<file path="src/common/dasr_consts.vh">
/*
  Constants for the dual converter serial readout block.
  Assumes inclusion by bare name from the design files.
*/
`ifndef DASR_CONSTS_VH
`define DASR_CONSTS_VH
// ****************************************
// Word, timing, buffer and pair constants
// ****************************************
`define DASR_WORD_BITS      14
`define DASR_CONV_TIME_NS   1000
`define DASR_CLK_PERIOD_NS  8
`define DASR_CONV_CYCLES    ((`DASR_CONV_TIME_NS + `DASR_CLK_PERIOD_NS - 1) / `DASR_CLK_PERIOD_NS)
`define DASR_FIFO_DEPTH     16
`define DASR_FIFO_AW        4
`define DASR_PAIR_CH1       1'h0
`define DASR_PAIR_CH2       1'h1
`endif

</file>
<file path="src/verilog/dasr_fifo.v">
/*
  Synchronous FIFO with valid/ready on both sides, flip-flop storage.
  Assumes one clock and a synchronous active-high reset.
*/
`timescale 1ns/1ps
module dasr_fifo #(
  parameter WIDTH = 28,
  parameter DEPTH = 16,
  parameter AW    = 4
) (
  input  wire             clk_in,
  input  wire             rst_in,
  input  wire [WIDTH-1:0] wr_data_in,
  input  wire             wr_valid_in,
  output wire             wr_ready_out,
  output wire [WIDTH-1:0] rd_data_out,
  output wire             rd_valid_out,
  input  wire             rd_ready_in
);
  reg [WIDTH-1:0] mem [0:DEPTH-1];
  reg [AW-1:0]    wr_ptr;
  reg [AW-1:0]    rd_ptr;
  reg [AW:0]      count;
  wire            do_wr;
  wire            do_rd;
  wire [AW:0]     next_count;
  reg             wr_room;

  // Handshake terms; the room flag is a flop so ready leaves the top registered
  assign wr_ready_out = wr_room;
  assign next_count   = count + {{AW{1'b0}}, do_wr} - {{AW{1'b0}}, do_rd};
  assign rd_valid_out = (count != {(AW+1){1'b0}});
  assign rd_data_out  = mem[rd_ptr];
  assign do_wr        = wr_valid_in & wr_ready_out;
  assign do_rd        = rd_valid_out & rd_ready_in;

  // Storage write
  always @(posedge clk_in) begin
    if (do_wr) begin
      mem[wr_ptr] <= wr_data_in;
    end
  end

  // Pointers and fill count
  always @(posedge clk_in) begin
    if (rst_in) begin
      wr_ptr <= {AW{1'b0}};
      rd_ptr <= {AW{1'b0}};
      count  <= {(AW+1){1'b0}};
      wr_room <= 1'b1;
    end else begin
      if (do_wr) begin
        wr_ptr <= (wr_ptr == DEPTH[AW-1:0] - 1'b1) ? {AW{1'b0}} : wr_ptr + 1'b1;
      end
      if (do_rd) begin
        rd_ptr <= (rd_ptr == DEPTH[AW-1:0] - 1'b1) ? {AW{1'b0}} : rd_ptr + 1'b1;
      end
      count   <= next_count;
      wr_room <= (next_count != DEPTH[AW:0]);
    end
  end
endmodule // dasr_fifo

</file>
<file path="src/verilog/dasr_top.v">
/*
  Digital readout of a dual simultaneous-sampling converter: trigger,
  busy, channel-pair latch, power-down and two serial result outputs.
  Assumes the host drives chip select, serial clock and trigger
  asynchronously; all three pass two flip-flops first. Sample words
  come from the analog core on a valid/ready port through a FIFO.
*/
// Functional notes
// - Shift result bits on serial clock falling edge.
// - Word is 12 or 14 bits.
// - Both converters' words appear simultaneously.
// - Most significant bit sent first.
// - Extra word clocks give other converter's word.
// - Pair select picks channel 1 or 2.
// - Pair select latched on busy rising edge.
// - Two span inputs set range for all.
// - Outputs active only while chip select low.
// - Trigger falling edge starts both conversions.
// - Busy high from start until complete.
// - Trigger low at end enters power-down.
`timescale 1ns/1ps
`include "dasr_consts.vh"
module dasr_top #(
  parameter WORD_BITS   = `DASR_WORD_BITS,
  parameter CONV_CYCLES = `DASR_CONV_CYCLES
) (
  input  wire                   sys_clk_in,
  input  wire                   rst_in,
  input  wire                   cs_n_in,
  input  wire                   sclk_in,
  input  wire                   conversion_trigger_in,
  input  wire                   pair_select_in,
  input  wire                   span_select_low_in,
  input  wire                   span_select_high_in,
  input  wire [WORD_BITS-1:0]   core_word_a_in,
  input  wire [WORD_BITS-1:0]   core_word_b_in,
  input  wire                   core_valid_in,
  output wire                   core_ready_out,
  output reg                    busy_out,
  output reg                    power_down_out,
  output reg                    hold_out,
  output reg                    mux_pair_out,
  output reg  [1:0]             span_out,
  output reg                    serial_result_out_a,
  output reg                    serial_result_out_a_oe,
  output reg                    serial_result_out_b,
  output reg                    serial_result_out_b_oe
);
  // Counter widths: CW covers long conversions, BW two whole words
  localparam CW = 16;
  localparam BW = 5;
  localparam [2:0] ST_IDLE = 3'h1;
  localparam [2:0] ST_CONV = 3'h2;
  localparam [2:0] ST_DOWN = 3'h4;

  // ****************************************
  // Input synchronisers
  // ****************************************
  reg [1:0] cs_sync;
  reg [1:0] sclk_sync;
  reg [1:0] trig_sync;
  reg       sclk_last;
  reg       trig_last;
  reg [1:0] pair_sync;
  reg [1:0] span_lo_sync;
  reg [1:0] span_hi_sync;
  // Host strobes: two flops each, then one more flop on clock and trigger for edge finding
  always @(posedge sys_clk_in) begin
    cs_sync   <= {cs_sync[0], cs_n_in};
    sclk_sync <= {sclk_sync[0], sclk_in};
    trig_sync <= {trig_sync[0], conversion_trigger_in};
    sclk_last <= sclk_sync[1];
    trig_last <= trig_sync[1];
  end
  // Board level inputs take the same two flops, so a level that moves
  // near a clock edge cannot split into two values inside the logic
  always @(posedge sys_clk_in) begin
    pair_sync    <= {pair_sync[0], pair_select_in};
    span_lo_sync <= {span_lo_sync[0], span_select_low_in};
    span_hi_sync <= {span_hi_sync[0], span_select_high_in};
  end
  // Only the second flop of each synchroniser feeds the logic
  wire cs_low    = ~cs_sync[1];
  wire sclk_fall = sclk_last & ~sclk_sync[1];
  wire trig_fall = trig_last & ~trig_sync[1];
  wire trig_rise = ~trig_last & trig_sync[1];

  // ****************************************
  // Sample FIFO between analog core and readout
  // ****************************************
  wire [2*WORD_BITS-1:0] fifo_data;
  wire                   fifo_valid;
  reg                    fifo_take;
  // Buffer lets the core run ahead of a slow host by a few word pairs
  dasr_fifo #(
    .WIDTH (2*WORD_BITS),
    .DEPTH (`DASR_FIFO_DEPTH),
    .AW    (`DASR_FIFO_AW)
  ) u_fifo (
    .clk_in       (sys_clk_in),
    .rst_in       (rst_in),
    .wr_data_in   ({core_word_a_in, core_word_b_in}),
    .wr_valid_in  (core_valid_in),
    .wr_ready_out (core_ready_out),
    .rd_data_out  (fifo_data),
    .rd_valid_out (fifo_valid),
    .rd_ready_in  (fifo_take)
  );

  // ****************************************
  // Conversion control
  // ****************************************
  reg [2:0]    state;
  reg [CW-1:0] conv_cnt;
  reg [WORD_BITS-1:0] res_a;
  reg [WORD_BITS-1:0] res_b;
  // A falling trigger edge in idle starts a fixed-length conversion. The pair
  // select is taken on the edge at which busy rises, so a change during
  // the conversion only steers the next one.
  always @(posedge sys_clk_in) begin
    if (rst_in) begin
      state          <= ST_IDLE;
      conv_cnt       <= {CW{1'b0}};
      busy_out       <= 1'b0;
      power_down_out <= 1'b0;
      hold_out       <= 1'b0;
      mux_pair_out   <= `DASR_PAIR_CH1;
      span_out       <= 2'h0;
      fifo_take      <= 1'b0;
      res_a          <= {WORD_BITS{1'b0}};
      res_b          <= {WORD_BITS{1'b0}};
    end else begin
      fifo_take <= 1'b0;
      span_out  <= {span_hi_sync[1], span_lo_sync[1]};
      case (state)
        ST_IDLE: begin
          if (trig_fall) begin
            state    <= ST_CONV;
            hold_out <= 1'b1;
            busy_out <= 1'b1;
            mux_pair_out <= pair_sync[1];
            conv_cnt <= CONV_CYCLES[CW-1:0];
          end
        end
        ST_CONV: begin
          if (conv_cnt > {{(CW-1){1'b0}}, 1'b1}) begin
            conv_cnt <= conv_cnt - 1'b1;
          end else begin
            busy_out <= 1'b0;
            hold_out <= 1'b0;
            // An empty buffer leaves the last words in place
            if (fifo_valid && !fifo_take) begin
              res_a     <= fifo_data[2*WORD_BITS-1:WORD_BITS];
              res_b     <= fifo_data[WORD_BITS-1:0];
              fifo_take <= 1'b1;
            end
            // Trigger still low at the end: stop until it rises again
            if (!trig_sync[1]) begin
              state          <= ST_DOWN;
              power_down_out <= 1'b1;
            end else begin
              state <= ST_IDLE;
            end
          end
        end
        ST_DOWN: begin
          if (trig_rise) begin
            state          <= ST_IDLE;
            power_down_out <= 1'b0;
          end
        end
        default: begin
          state <= ST_IDLE;
        end
      endcase
    end
  end

  // ****************************************
  // Serial readout
  // ****************************************
  reg [2*WORD_BITS-1:0] sh_a;
  reg [2*WORD_BITS-1:0] sh_b;
  reg [BW-1:0]          bit_cnt;
  reg                   framed;
  // The first bit of a frame is shown as soon as chip select is seen
  // low, so the host can take it on its first rising clock edge. Each
  // falling serial clock edge then advances one bit; edges past two
  // whole words leave the line on the last bit.
  always @(posedge sys_clk_in) begin
    if (rst_in) begin
      sh_a                   <= {2*WORD_BITS{1'b0}};
      sh_b                   <= {2*WORD_BITS{1'b0}};
      bit_cnt                <= {BW{1'b0}};
      framed                 <= 1'b0;
      serial_result_out_a    <= 1'b0;
      serial_result_out_b    <= 1'b0;
      serial_result_out_a_oe <= 1'b0;
      serial_result_out_b_oe <= 1'b0;
    end else begin
      serial_result_out_a_oe <= cs_low;
      serial_result_out_b_oe <= cs_low;
      if (!cs_low) begin
        framed  <= 1'b0;
        bit_cnt <= {BW{1'b0}};
      end else if (!framed) begin
        // Load A then B on output A, B then A on output B
        framed <= 1'b1;
        sh_a   <= {res_a, res_b};
        sh_b   <= {res_b, res_a};
        serial_result_out_a <= res_a[WORD_BITS-1];
        serial_result_out_b <= res_b[WORD_BITS-1];
        bit_cnt <= {BW{1'b0}};
      end else if (sclk_fall && bit_cnt < 2*WORD_BITS-1) begin
        // Next bit after each falling edge, up to two words
        sh_a    <= {sh_a[2*WORD_BITS-2:0], 1'b0};
        sh_b    <= {sh_b[2*WORD_BITS-2:0], 1'b0};
        serial_result_out_a <= sh_a[2*WORD_BITS-2];
        serial_result_out_b <= sh_b[2*WORD_BITS-2];
        bit_cnt <= bit_cnt + 1'b1;
      end
    end
  end
endmodule // dasr_top
</file>
<file path="config.mk">
export PLATFORM = sky130hd
export DESIGN_NAME = dasr_top
export DESIGN_NICKNAME = d
export VERILOG_FILES = /design/src/verilog/dasr_fifo.v /design/src/verilog/dasr_top.v
export VERILOG_INCLUDE_DIRS = /design/src /design/src/common
export SDC_FILE = /design/constraint.sdc
export NUM_CORES = 1
export LEC_CHECK = 0
export ABC_AREA = 1
export BUFFER_PORTS_ARGS = -buffer_cell sky130_fd_sc_hd__buf_4
export CAP_MARGIN = 20
export CELL_PAD_IN_SITES_DETAIL_PLACEMENT = 1
export CELL_PAD_IN_SITES_GLOBAL_PLACEMENT = 1
export CORE_ASPECT_RATIO = 0.8
export CORE_MARGIN = 2
export CORE_UTILIZATION = 25
export DETAILED_ROUTE_END_ITERATION = 10
export PLACE_DENSITY_LB_ADDON = 0.1
export SLEW_MARGIN = 10
export SYNTH_ARGS = -nofsm -noshare
export SYNTH_HDL_FRONTEND = slang
export SYNTH_HIERARCHICAL = 1
export SYNTH_SLANG_ARGS = --single-unit
</file>
<file path="constraint.sdc">
create_clock -name sys_clk_in -period 2.2 [get_ports sys_clk_in]
set_input_delay 0.33 -clock sys_clk_in [delete_from_list [all_inputs] [get_ports sys_clk_in]]
set_output_delay 0.33 -clock sys_clk_in [all_outputs]
set_load 0.02 [all_outputs]
</file>
* Word level (Yosys, flattened, before mapping)
Memory sizes are Yosys's and may differ from the RTL's. A register that Yosys moved wholly into a read port is not among the register bits.
Index checks and enable logic that the tools add are counted.
** Word-level totals
- Bits in registers :: 116
- Latch bits :: 0
- Bits in writable memories :: 448
- Memory bits (read-only) :: 0
- Input port bits :: 37
- Output and inout port bits :: 11
- Word-level logic and storage cells :: 103
- Memories kept :: 1
** Operators by class
- $add $sub $neg :: 6
- Multipliers :: 0
- Div/mod/pow operators :: 0
- Order comparisons :: 2
- Equality and inequality tests :: 12
- Shift operators :: 0
- Multiplexer cells :: 29
- Bitwise logic cells :: 12
- Reductions and logical operators :: 15
** Memories
- u_fifo.mem :: depth 16, bits a word 28, read ports 1, clocked after memory_dff 1, write ports 1, line dasr_fifo.v:20 : reg [WIDTH-1:0] mem [0:DEPTH-1];
** Operator list (number)
- $mux W27 :: 4
- $mux W16 :: 2
- $pmux W16 S2 :: 1
- $gt A16 B1 Y1 const B :: 1
- $sub A16 B1 Y16 const B :: 1
- $mux W1 :: 13
- $mux W3 :: 4
- $reduce_and A3 Y1 :: 4
- $ne A2 B2 Y1 const B :: 5
- $pmux W3 S3 :: 1
- $add A4 B1 Y4 const B :: 2
- $eq A4 B4 Y1 const B :: 2
- $mux W4 :: 2
- $not A1 Y1 :: 7
- $reduce_or A3 Y1 :: 2
- $add A5 B1 Y5 :: 1
- $add A5 B1 Y5 const B :: 1
- $and A1 B1 Y1 :: 5
- $lt A5 B5 Y1 const B :: 1
- $ne A5 B5 Y1 const B :: 1
- $reduce_bool A5 Y1 :: 1
- $sub A5 B1 Y5 :: 1
- $pmux W1 S2 :: 2
- $reduce_and A2 Y1 :: 2
- 8 further kinds :: 10

* Logic depth before layout (Yosys ltp)
Gate-level depths: netlist (run 1).
- Depth after elaboration :: 5
- Depth in mapped cells :: 15
- Gate-level depth less buffers :: 15

* Cells and area by module
Netlist (run 1), hierarchy kept.
** By module, submodules not included
- dasr_fifo :: times used 1, cells an instance 1940, area each 20081.8 µm², seq. area each 13813.2 µm²
- dasr_top :: times used 1, cells an instance 860, area each 5659.2 µm², seq. area each 2582.5 µm²

* Worst setup path before layout (run 1)
OpenSTA, ideal clock, no wires.
- Path kind :: register -> register
- Start :: register u_fifo.wr_room, in the netlist u_fifo/wr_ready_out
- End :: memory u_fifo.mem[11][0], enable pin
- Setup time :: 413 ps
- Arrival :: 2033 ps
- Data required time :: 1787 ps
- Setup slack :: -246 ps
- Stages on the path, launching flop included :: 5
- Clock period less this slack :: 2446 ps
- Path through :: dfxtp_1 nand2_1 nor2_1 nand2_1 nor2_1
** On the way
- Word-level cells in the longest chain between the ends :: 3
** RTL lines
- start: declaration :: line dasr_fifo.v:27 : reg wr_room;
- start signal: assignment :: line dasr_fifo.v:59 : wr_room <= (next_count != DEPTH[AW:0]);
- $and A1 B1 Y1 :: line dasr_fifo.v:34 : assign do_wr = wr_valid_in & wr_ready_out;
- $mux W1 :: line dasr_fifo.v:39 : if (do_wr) begin
- $mux W1 (implied by the code) :: line dasr_fifo.v:40 : mem[wr_ptr] <= wr_data_in;
- end: declaration :: line dasr_fifo.v:20
Every way passes these cells.

* Worst setup path after layout (run 1)
- Start :: register u_fifo.count[2]
- End :: register u_fifo.wr_room, in the netlist u_fifo/wr_ready_out
** On the way
- Word-level cells in the longest chain between the ends :: 4
** RTL lines
- start: declaration :: line dasr_fifo.v:23 : reg [AW:0] count;
- start signal: assignment :: line dasr_fifo.v:49 : count <= {(AW+1){1'b0}};
- start signal: assignment :: line dasr_fifo.v:58 : count <= next_count;
- $reduce_bool A5 Y1 :: line dasr_fifo.v:32 : assign rd_valid_out = (count != {(AW+1){1'b0}});
- via fifo_valid :: line dasr_top.v:92 : wire fifo_valid;
- $and A1 B1 Y1 :: line dasr_fifo.v:35 : assign do_rd = rd_valid_out & rd_ready_in;
- $sub A5 B1 Y5 :: line dasr_fifo.v:31 : assign next_count = count + {{AW{1'b0}}, do_wr} - {{AW{1'b0}}, do_rd};
- $ne A5 B5 Y1 :: line dasr_fifo.v:59
The timed path passes the listed nets, and every way through them passes these cells.
A chain may end at the register's enable or synchronous reset.

==> out/metrics.csv, run 1 <==
metric,value,unit
Root Driver,clkbuf_16,
"reg-to-reg slack, setup",-0.05,ns
DP Area,0.02833,mm^2
YS warnings,6,
CTS tree,yes,
number of remaining DRC errors,0,
final period utilization,102.2,%
CP max stage delay,0.33,ns
Buf/Inv on CP,5,
Final ANT Viol Nets,0,
gr usage total,15.54,%
initial antenna violation count,10,
Worst Tran Pin Value,0.5571,ns
failing checks,negative setup slack,
cell area after synthesis,0.02574,mm^2
"Hold Violations, Final",0,
Die ar.,0.1056,mm^2
Pins Over Slew Limit,0,
core region area,0.1023,mm^2
sequential fraction of the synthesis area,63.70,%
Final Setup Violations,1,
hold crit path type,in2reg,
port buffer count,47,
layout cell share with drive strength beyond 1,9.742,%
total iterations of the first detailed-routing run,5,
Clock Pin Slew Worst Setup and Hold Paths,0.06,ns
WP data arrival,2.74,ns
largest net degree at the start of global routing,60,
drt total wl,80900,um
"Max FO, Critical Path",2,
"Max stage delay cell, worst path",fa_2,
Final Instance Area,0.03090,mm^2
Cell Pwr Density,863.7,mW/mm^2
Max VDD drop,0.4880,mV
Syn-to-layout area delta,20.06,%
leakage,13.08,nW
Clock Latency Late Sink,0.62,ns
Sink Count,595,
"Net Count, Synth",2852,
Synth Instances,2800,
drt wl/cell,18.88,um
Hold Slack,0.03516,ns
Worst setup EP type,register,
gpl congestion,0.7333,
slew margin rel.,62.80,%
clock buffer count from CTS,71,
status,finished with violations,
total grt overflow,0,
Max-cap violations,0,
clk buf depth,3,
critical path class,reg2reg,
CP top delay family,adder cells,
Max Fclk,0.4447,GHz
total vias in the final route,18550,
PnR worst setup slack,-0.04883,ns
clk_skew,0.02664,ns
die height,291.0,um
crit-path cells,inv_2 -> ha_4 -> nand3_4 -> nand2_4 -> inv_4 -> ha_4 -> inv_2 -> ha_4 -> inv_2 -> fa_2 -> buf_4 -> xor2_2 -> nand3_1 -> nor2_1 -> nand2_1,
H-tree levels,3,
Post-Syn Area per Cell,9.193,um^2
post-DP HPWL,48200,um
first-pass GRT wire length,123800,um
Worst setup SP type,register,
Detailed Route Iter0 Violations,857,
Unique masters post-synth,30,
Initial Utilization,25.15,%
row count,105,
Seq cells post-synth,595,
number of global-route vias before repair,19540,
minimum clock period,2.249,ns
chip width,362.8,um
RSZ-0062 raised after global routing,true,
I/O Pins,48,
Layout Nets,2946,
CP Data Required Time,2.69,ns
drt via density,4.330,
[worst register-to-register path, delay by kind of cell (launching register included)]
| kind | cells | cell delay (ns) |
|---|---|---|
| adder cells (fa/ha/maj) | 4 | 0.80 |
| AND/OR/NAND/NOR | 5 | 0.46 |
| buffers and inverters | 5 | 0.37 |
| flip-flops | 1 | 0.32 |
| XOR/XNOR | 1 | 0.17 |
[cells in the final DEF (no fill, tap or decap), types with 11 or more instances in the layout]
cell type,n
nand2_1,856
edfxtp_1,448
inv_1,412
nand3_1,374
nor2_1,251
dfxtp_1,140
buf_4,95
a21oi_1,85
clkbuf_16,73
buf_12,41
clkbuf_1,23
dlygate4sd3_1,20
nor2_4,16
o21ai_0,12
ha_1,11
[repair_timing]
| action | 4_1_cts | 5_1_grt |
|---|---|---|
| hold buffers | 20 | 0 |
| resized for setup | 10 | 5 |
| endpoints found under the setup margin | 3 | 2 |
| hold endpoints to repair | 152 | 0 |
| pin swaps | 6 | 5 |
| setup buffers | 4 | 4 |
[cell families (layout without fill, tap and decap cells)]
logic type	after synthesis	in the layout	share of synthesized area, %
buf+inv	561	707	9.022
xor+xnor	5	5	0.1701
simple gates	1524	1524	24.38
flops	595	595	63.70
other cells	0	1	0
fa+ha+maj	15	15	0.7583
compound gates	100	100	1.978
[cell type report]
class / count / area [um^2]
fillers: 11640 / 71440
flip-flops and latches: 595 / 16410
multi-input cells: 1644 / 7224
clock buffers: 99 / 1948
repair buffers: 157 / 1745
well taps: 1337 / 1673
inverters: 425 / 1605
clock inverters: 26 / 295.3
diodes: 1 / 2.502
[per-layer routing]
metal  routed length, um  vias to the layer above  global-route usage (%)  part of all wire, %
met5                  80                        -                       0                0.099
met4                1820                       14                   4.079                  2.2
met3                2802                      117                   2.910                  3.5
met2               36270                      177                   24.66                   45
met1               39930                     9160                   21.66                   49
li1                    -                     9082                       -                    -
[flip-flops by register name (all words and copies together) (netlist names), 5 cells and up, named ones only]
signal and cells:
res_b 14, sh_a 27, sh_b 27, u_fifo/mem 448, u_fifo/count 5, bit_cnt 5, conv_cnt 16, res_a 14
[synthesized netlist by cell type]
cell	instances	share of area, %
nand2_1	857	12
edfxtp_1	448	52
inv_1	419	6.1
nand3_1	375	7.3
nor2_1	268	3.9
dfxtp_1	147	11
a21oi_1	86	1.7
buf_2	60	1.2
clkbuf_1	33	0.48
buf_4	25	0.73
ha_1	14	0.68
buf_1	12	0.17
o21ai_0	12	0.23
buf_6	6	0.26
nand4_1	6	0.15
inv_2	5	0.073
nor2_2	4	0.097
xor2_1	4	0.14
nand3_2	3	0.12
nor3_1	3	0.058
nand2_4	2	0.087
nor3b_1	2	0.058
or2_2	2	0.049
fa_1	1	0.078
inv_4	1	0.024
nand3b_1	1	0.029
nor3_2	1	0.039
o2111a_1	1	0.044
o31ai_1	1	0.029
xnor2_1	1	0.034
[where the power goes]
part           switching (mW)  internal (mW)
clock                    4.74           6.88
sequential              0.146           12.5
combinational            1.57          0.876
[worst paths after layout]
check	from	endpoint	cells past startpoint
worst min-delay path	core_word_a_in[13]	u_fifo/mem[14][27]$_DFFE_PP_	1
worst min register to register	span_hi_sync[0]$_DFF_P_	span_hi_sync[1]$_DFF_P_	0
worst max register to register	u_fifo/count[2]$_SDFF_PP0_	u_fifo/wr_ready_out$_SDFF_PP1_	15
worst max-delay path	u_fifo/count[2]$_SDFF_PP0_	u_fifo/wr_ready_out$_SDFF_PP1_	15
[stage by stage]
stage                     total power, mW  instances  utilization (%)  setup WS (ns)  setup TNS (ns)
after floorplan                     14.08       2800                -        -0.2459          -96.86
after global placement              15.06       4130            27.68        -0.1797         -0.2491
after detailed placement            15.11       4130            27.68        -0.1981         -0.2570
after CTS                           27.09       4279            30.14       -0.01790        -0.01790
after global routing                27.92       4284            30.20        -0.1550         -0.1785
final                               26.69       4284            30.20       -0.04883        -0.04883
Note: power is estimated with default switching activity, not from simulation.
==> run 2: changes to the inputs <==
PLACE_DENSITY = 0.51   (was not set)
PLACE_DENSITY_LB_ADDON = not set   (was 0.1)
==> run 2 against run 1 <==
Net effect:
- the flow now finishes without violations
- setup slack better by 0.086 ns
- global-route usage down 0.78 points
- register-to-register slack better by 0.09 ns
- count of clock-buffer cells in the layout up 14
- sequential cell count unchanged
- sequential power about the same
- non-clock buffer count down 4
- total power down 0.54%
- core utilization about the same
- maximum frequency up 4.0%
- worst hold slack better by 0.0088 ns
- critical path type unchanged
- critical endpoint unchanged
- largest cell class unchanged
- largest power group unchanged
==> out/metrics.csv, run 2 (same netlist as run 1, synthesis figures left out) <==
metric,value,unit,change
die height,291.0,um,unchanged
number of global-route vias before repair,19670,,was 19.54k
Final TNS setup,0,ns,was -0.04883 ns
Hold Slack,0.04397,ns,was 0.03516 ns
Sink Count,595,,unchanged
drt wl/cell,18.05,um,was 18.88 um
Diodes inserted,0,,was 1
Initial Utilization,25.15,%,unchanged
Reg with most FFs,u_fifo/mem,,unchanged
post-DP HPWL,44910,um,was 48200 um
first-pass GRT wire length,118800,um,was 123800 um
Detailed Route Iter0 Violations,952,,was 857
"Hold Violations, Final",0,,unchanged
initial antenna violation count,7,,was 10
Seq. cell area,0.01641,mm^2,unchanged
max reg flops,448,,unchanged
port buffer count,47,,unchanged
total vias in the final route,18710,,was 18.55k
gpl congestion,0.7465,,was 0.7333
CP max stage delay,0.34,ns,was 0.33 ns
largest net degree at the start of global routing,84,,was 60
RSZ-0062 raised after global routing,true,,unchanged
Clock Pin Slew Worst Setup and Hold Paths,0.06,ns,about the same
Max VDD drop,0.5375,mV,was 0.4880 mV
CP top delay family,adder cells,,unchanged
drt via density,4.365,,was 4.330
Root Driver,clkbuf_16,,unchanged
Worst setup SP type,register,,unchanged
DP Area,0.02828,mm^2,was 0.02833 mm^2
PnR worst setup slack,0.03726,ns,was -0.04883 ns
Final Instance Area,0.03092,mm^2,was 0.03090 mm^2
Cell Pwr Density,858.7,mW/mm^2,was 863.7 mW/mm^2
CTS tree,yes,,unchanged
H-tree levels,3,,unchanged
Worst setup EP type,register,,unchanged
Syn-to-layout area delta,20.10,%,was 20.06%
Final Setup Violations,0,,was 1
total iterations of the first detailed-routing run,7,,was 5
top flop regs,"u_fifo/mem (448), sh_a (27), sh_b (27)",,unchanged
"most common cell after layout, fill and taps aside",nand2_1,,unchanged
Layout Utilization,30.21,%,was 30.20%
Die ar.,0.1056,mm^2,unchanged
CP Data Required Time,2.70,ns,was 2.69 ns
clock buffer count from CTS,73,,was 71
final period utilization,98.31,%,was 102.2%
Final ANT Viol Nets,0,,unchanged
WP data arrival,2.67,ns,was 2.74 ns
gr usage total,14.76,%,was 15.54%
Worst Tran Pin Value,0.4795,ns,was 0.5571 ns
leakage,13.08,nW,about the same
layout cell share with drive strength beyond 1,9.563,%,was 9.742%
R2R cell count,15,,unchanged
Filler cells,11590,,was 11.64k
total power,26.55,mW,was 26.69 mW
"commonest cells after routing, fill and taps aside","nand2_1 (856), edfxtp_1 (448), inv_1 (412)",,unchanged
clk_skew,0.01550,ns,was 0.02664 ns
Max-cap violations,0,,unchanged
slew margin rel.,68.04,%,was 62.80%
hold depth,1,,unchanged
Clock Latency Late Sink,0.61,ns,was 0.62 ns
"Max stage delay cell, worst path",dfxtp_2,,was fa_2
drt total wl,77350,um,was 80900 um
"Max FO, Critical Path",2,,unchanged
area taken by multi-input logic gates,0.007203,mm^2,was 0.007224 mm^2
total grt overflow,0,,unchanged
Layout Nets,2944,,was 2946
Inst Count DP,4125,,was 4130
"reg-to-reg slack, setup",0.04,ns,was -0.05 ns
Buf/Inv on CP,4,,was 5
status,"complete, no violations",,was finished with violations
hold crit path type,in2reg,,unchanged
Stages on worst setup path,15,,unchanged
number of remaining DRC errors,0,,unchanged
Finished Layout Cells,4286,,was 4284
clk buf depth,3,,unchanged
pre-CTS setup slack,-0.1610,ns,was -0.1981 ns
minimum clock period,2.163,ns,was 2.249 ns
critical path class,reg2reg,,unchanged
row count,105,,unchanged
crit-path cells,inv_2 -> ha_4 -> nand3_4 -> nand2_2 -> inv_2 -> ha_4 -> inv_4 -> ha_4 -> inv_2 -> fa_2 -> nand3b_1 -> nand3_1 -> nand2_1 -> nor2_2 -> nand2_1,,was inv_2 -> ha_4 -> nand3_4 -> nand2_4 -> inv_4 -> ha_4 -> inv_2 -> ha_4 -> inv_2 -> fa_2 -> buf_4 -> xor2_2 -> nand3_1 -> nor2_1 -> nand2_1
core region area,0.1023,mm^2,unchanged
chip width,362.8,um,unchanged
Max Fclk,0.4624,GHz,was 0.4447 GHz
I/O Pins,48,,unchanged
Pins Over Slew Limit,0,,unchanged
-- run 2: cell count changes in the layout (fill, tap and decap cells not counted), sizes merged --
cell,delta
diode,-1
dlygate4sd3,+4
buf,-8
clkbuf,+14
bufinv,-4
clkinv,-3
-- run 2: timing repair --
| item | 4_1_cts | 5_1_grt |
|---|---|---|
| gates resized for setup | 9 | 2 |
| pin swaps | 7 | 5 |
| setup buffers | 3 | 2 |
| setup endpoints to repair | 2 | 3 |
| hold endpoints to repair | 176 | 0 |
| hold buffers | 24 | 0 |
-- run 2: worst paths after layout --
check / to / startpoint
min: u_fifo/mem[11][11]$_DFFE_PP_ / core_word_b_in[11]
max: u_fifo/wr_ready_out$_SDFF_PP1_ / u_fifo/count[2]$_SDFF_PP0_
min reg2reg: trig_sync[1]$_DFF_P_ / trig_sync[0]$_DFF_P_
max reg2reg: u_fifo/wr_ready_out$_SDFF_PP1_ / u_fifo/count[2]$_SDFF_PP0_
-- run 2: per-layer routing --
| layer | GRT usage, % | vias to the layer above | part of all wire, % |
|---|---|---|---|
| met4 | 4.898 | 8 | 2.9 |
| li1 | - | 9092 | - |
| met1 | 19.43 | 9261 | 47 |
| met5 | 0 | - | 0.074 |
| met2 | 24.62 | 215 | 47 |
| met3 | 2.382 | 131 | 3.3 |
-- run 2: area by class of cell --
cell class,count,area share [%]
Inverter,425,5.188
Clock buffer,113,6.997
Tap cell,1337,5.411
Multi-Input combinational cell,1644,23.30
Clock inverter,19,0.4978
Sequential cell,595,53.08
Timing Repair Buffer,153,5.528
-- run 2: power breakdown --
part | internal, mW | switching [mW]
Clock | 6.99 | 4.70
Combinational | 0.772 | 1.45
Sequential | 12.5 | 0.148
==> run 3: changes to the inputs <==
RECOVER_POWER = 25   (was not set)
==> run 3 against run 2 <==
Net effect:
- maximum frequency hardly changed
- count of clock-buffer cells in the layout stayed put
- critical path type unchanged
- via count hardly changed
- routed wire length hardly changed
- register-to-register slack hardly changed
- highest routed layer unchanged
- global-route usage stayed put
- final cell count stayed put
- die area stayed put
- largest cell class unchanged
- first-iteration DRC count is 0.74% higher
- critical path depth stayed put
- sequential cell count stayed put
- sequential power hardly changed
==> out/metrics.csv, run 3 (same netlist as run 1, synthesis figures left out) <==
metric,value,unit,change
chip width,362.8,um,unchanged
Hold Path End,hold_out$_SDFFE_PP0P_,,was u_fifo/mem[11][11]$_DFFE_PP_
status,"complete, no violations",,unchanged
Max Fclk,0.4621,GHz,was 0.4624 GHz
Root Driver,clkbuf_16,,unchanged
Cell Pwr Density,859.9,mW/mm^2,was 858.7 mW/mm^2
final period utilization,98.36,%,was 98.31%
total power,26.53,mW,was 26.55 mW
total grt overflow,0,,unchanged
Hold Slack,0.08263,ns,was 0.04397 ns
row count,105,,unchanged
R2R Path Start,u_fifo/count[2]$_SDFF_PP0_,,unchanged
Hold Startpoint,rst_in,,was core_word_b_in[11]
"Max stage delay cell, worst path",dfxtp_2,,unchanged
Max VDD drop,0.5382,mV,was 0.5375 mV
Sink Count,595,,unchanged
WP data arrival,2.67,ns,about the same
total vias in the final route,18700,,was 18.71k
Reg with most FFs,u_fifo/mem,,unchanged
Worst setup EP type,register,,unchanged
Detailed Route Iter0 Violations,959,,was 952
hold depth,2,,was 1
RSZ-0062 raised after global routing,true,,unchanged
H-tree levels,3,,unchanged
"most common cell after layout, fill and taps aside",nand2_1,,unchanged
leakage,13.02,nW,was 13.08 nW
total iterations of the first detailed-routing run,5,,was 7
clk_skew,0.01617,ns,was 0.01550 ns
Worst Tran Pin Value,0.7935,ns,was 0.4795 ns
die height,291.0,um,unchanged
Clock Latency Late Sink,0.61,ns,about the same
number of remaining DRC errors,0,,unchanged
max reg flops,448,,unchanged
clk buf depth,3,,unchanged
post-DP HPWL,44910,um,unchanged
number of global-route vias before repair,19670,,unchanged
I/O Pins,48,,unchanged
Initial Utilization,25.15,%,unchanged
hold crit path type,in2reg,,unchanged
Final Setup Violations,0,,unchanged
R2R cell count,15,,unchanged
slew margin rel.,47.10,%,was 68.04%
Diodes inserted,0,,unchanged
Layout Nets,2944,,unchanged
"reg-to-reg slack, setup",0.04,ns,about the same
Die ar.,0.1056,mm^2,unchanged
"Max FO, Critical Path",2,,unchanged
first-pass GRT wire length,118800,um,unchanged
critical path class,reg2reg,,unchanged
Final ANT Viol Nets,0,,unchanged
drt via density,4.363,,was 4.365
Clock Pin Slew Worst Setup and Hold Paths,0.06,ns,about the same
CP max stage delay,0.34,ns,about the same
drt total wl,77310,um,was 77350 um
clock buffer count from CTS,73,,unchanged
drt wl/cell,18.04,um,was 18.05 um
crit-path cells,inv_2 -> ha_4 -> nand3_4 -> nand2_2 -> inv_2 -> ha_4 -> inv_4 -> ha_4 -> inv_2 -> fa_2 -> nand3b_1 -> nand3_1 -> nand2_1 -> nor2_2 -> nand2_1,,unchanged
largest net degree at the start of global routing,84,,unchanged
CP Data Required Time,2.70,ns,about the same
Pins Over Slew Limit,0,,unchanged
worst r2r dst,u_fifo/wr_ready_out$_SDFF_PP1_,,unchanged
PnR worst setup slack,0.03599,ns,was 0.03726 ns
top flop regs,"u_fifo/mem (448), sh_a (27), sh_b (27)",,unchanged
gr usage total,14.76,%,unchanged
Worst setup SP type,register,,unchanged
Syn-to-layout area delta,19.86,%,was 20.10%
Max-cap violations,0,,unchanged
layout cell share with drive strength beyond 1,8.986,%,was 9.563%
core region area,0.1023,mm^2,unchanged
pre-CTS setup slack,-0.1610,ns,unchanged
gpl congestion,0.7465,,unchanged
port buffer count,47,,unchanged
minimum clock period,2.164,ns,was 2.163 ns
initial antenna violation count,7,,unchanged
CTS tree,yes,,unchanged
"commonest cells after routing, fill and taps aside","nand2_1 (856), edfxtp_1 (448), inv_1 (412)",,unchanged
"Hold Violations, Final",0,,unchanged
## run 3: changes by cell type in the layout (fill, tap and decap cells not counted), sizes merged
cell	before	now
clkbuf	113	136
buf	129	106
## run 3: worst max path at each step
stage	slack, ns	to	depth (start not counted)	startpoint
detailed placement	-0.16	u_fifo/wr_ready_out$_SDFF_PP1_	15	u_fifo/count[2]$_SDFF_PP0_
global placement	-0.18	u_fifo/wr_ready_out$_SDFF_PP1_	15	u_fifo/count[2]$_SDFF_PP0_
global route	-0.11	u_fifo/wr_ready_out$_SDFF_PP1_	15	u_fifo/count[2]$_SDFF_PP0_
CTS	0.01	u_fifo/wr_ready_out$_SDFF_PP1_	15	u_fifo/count[2]$_SDFF_PP0_
finish	0.04	u_fifo/wr_ready_out$_SDFF_PP1_	15	u_fifo/count[2]$_SDFF_PP0_
floorplan	-0.25	u_fifo/mem[11][0]$_DFFE_PP_	4	u_fifo/wr_ready_out$_SDFF_PP1_
## run 3: worst max-delay path: cells and delay by family (launching register included)
family	cells	cell delay [ns]
buffers and inverters	4	0.20
adder cells (fa/ha/maj)	4	0.80
AND/OR/NAND/NOR	7	0.69
flip-flops	1	0.34
## run 3: final cells by class
class | count | area [um^2]
Fill cell | 11610 | 71490
Sequential cell | 595 | 16410
Multi-Input combinational cell | 1644 | 7203
Clock buffer | 113 | 2163
Tap cell | 1337 | 1673
Timing Repair Buffer | 153 | 1645
Inverter | 425 | 1604
Clock inverter | 19 | 153.9
## run 3: metrics by stage
step / area, um^2 / cells / TNS (ns) / utilization [%]
detailed placement: 28280 / 4125 / -0.2072 / 27.63
finish: 30850 / 4286 / 0 / 30.15
floorplan: 25770 / 2800 / -96.86 / -
CTS: 30890 / 4284 / 0 / 30.18
global placement: 28280 / 4125 / -0.2570 / 27.63
global route: 30850 / 4286 / -0.1142 / 30.15
## run 3: power breakdown
part	total, mW	switching, mW	internal (mW)	leakage (nW)
clock network	11.7	4.69	6.99	1.13
logic	2.21	1.45	0.757	6.63
registers	12.6	0.148	12.5	5.25
total	26.5	6.29	20.2	13.0
## run 3: timing repair
item / CTS / global route
pin swaps: 7 / 5
hold endpoints to repair: 176 / 0
hold buffers: 24 / 0
resized for setup: 9 / 2
buffers inserted: 3 / 2
endpoints found under the setup margin: 2 / 3
## run 3: per-layer routing
| layer | global-route usage [%] | vias to the layer above | part of all wire [%] |
|---|---|---|---|
| li1 | - | 9094 | - |
| met1 | 19.43 | 9268 | 47 |
| met4 | 4.898 | 8 | 3.0 |
| met5 | 0 | - | 0.076 |
| met2 | 24.62 | 196 | 47 |
| met3 | 2.382 | 133 | 3.1 |
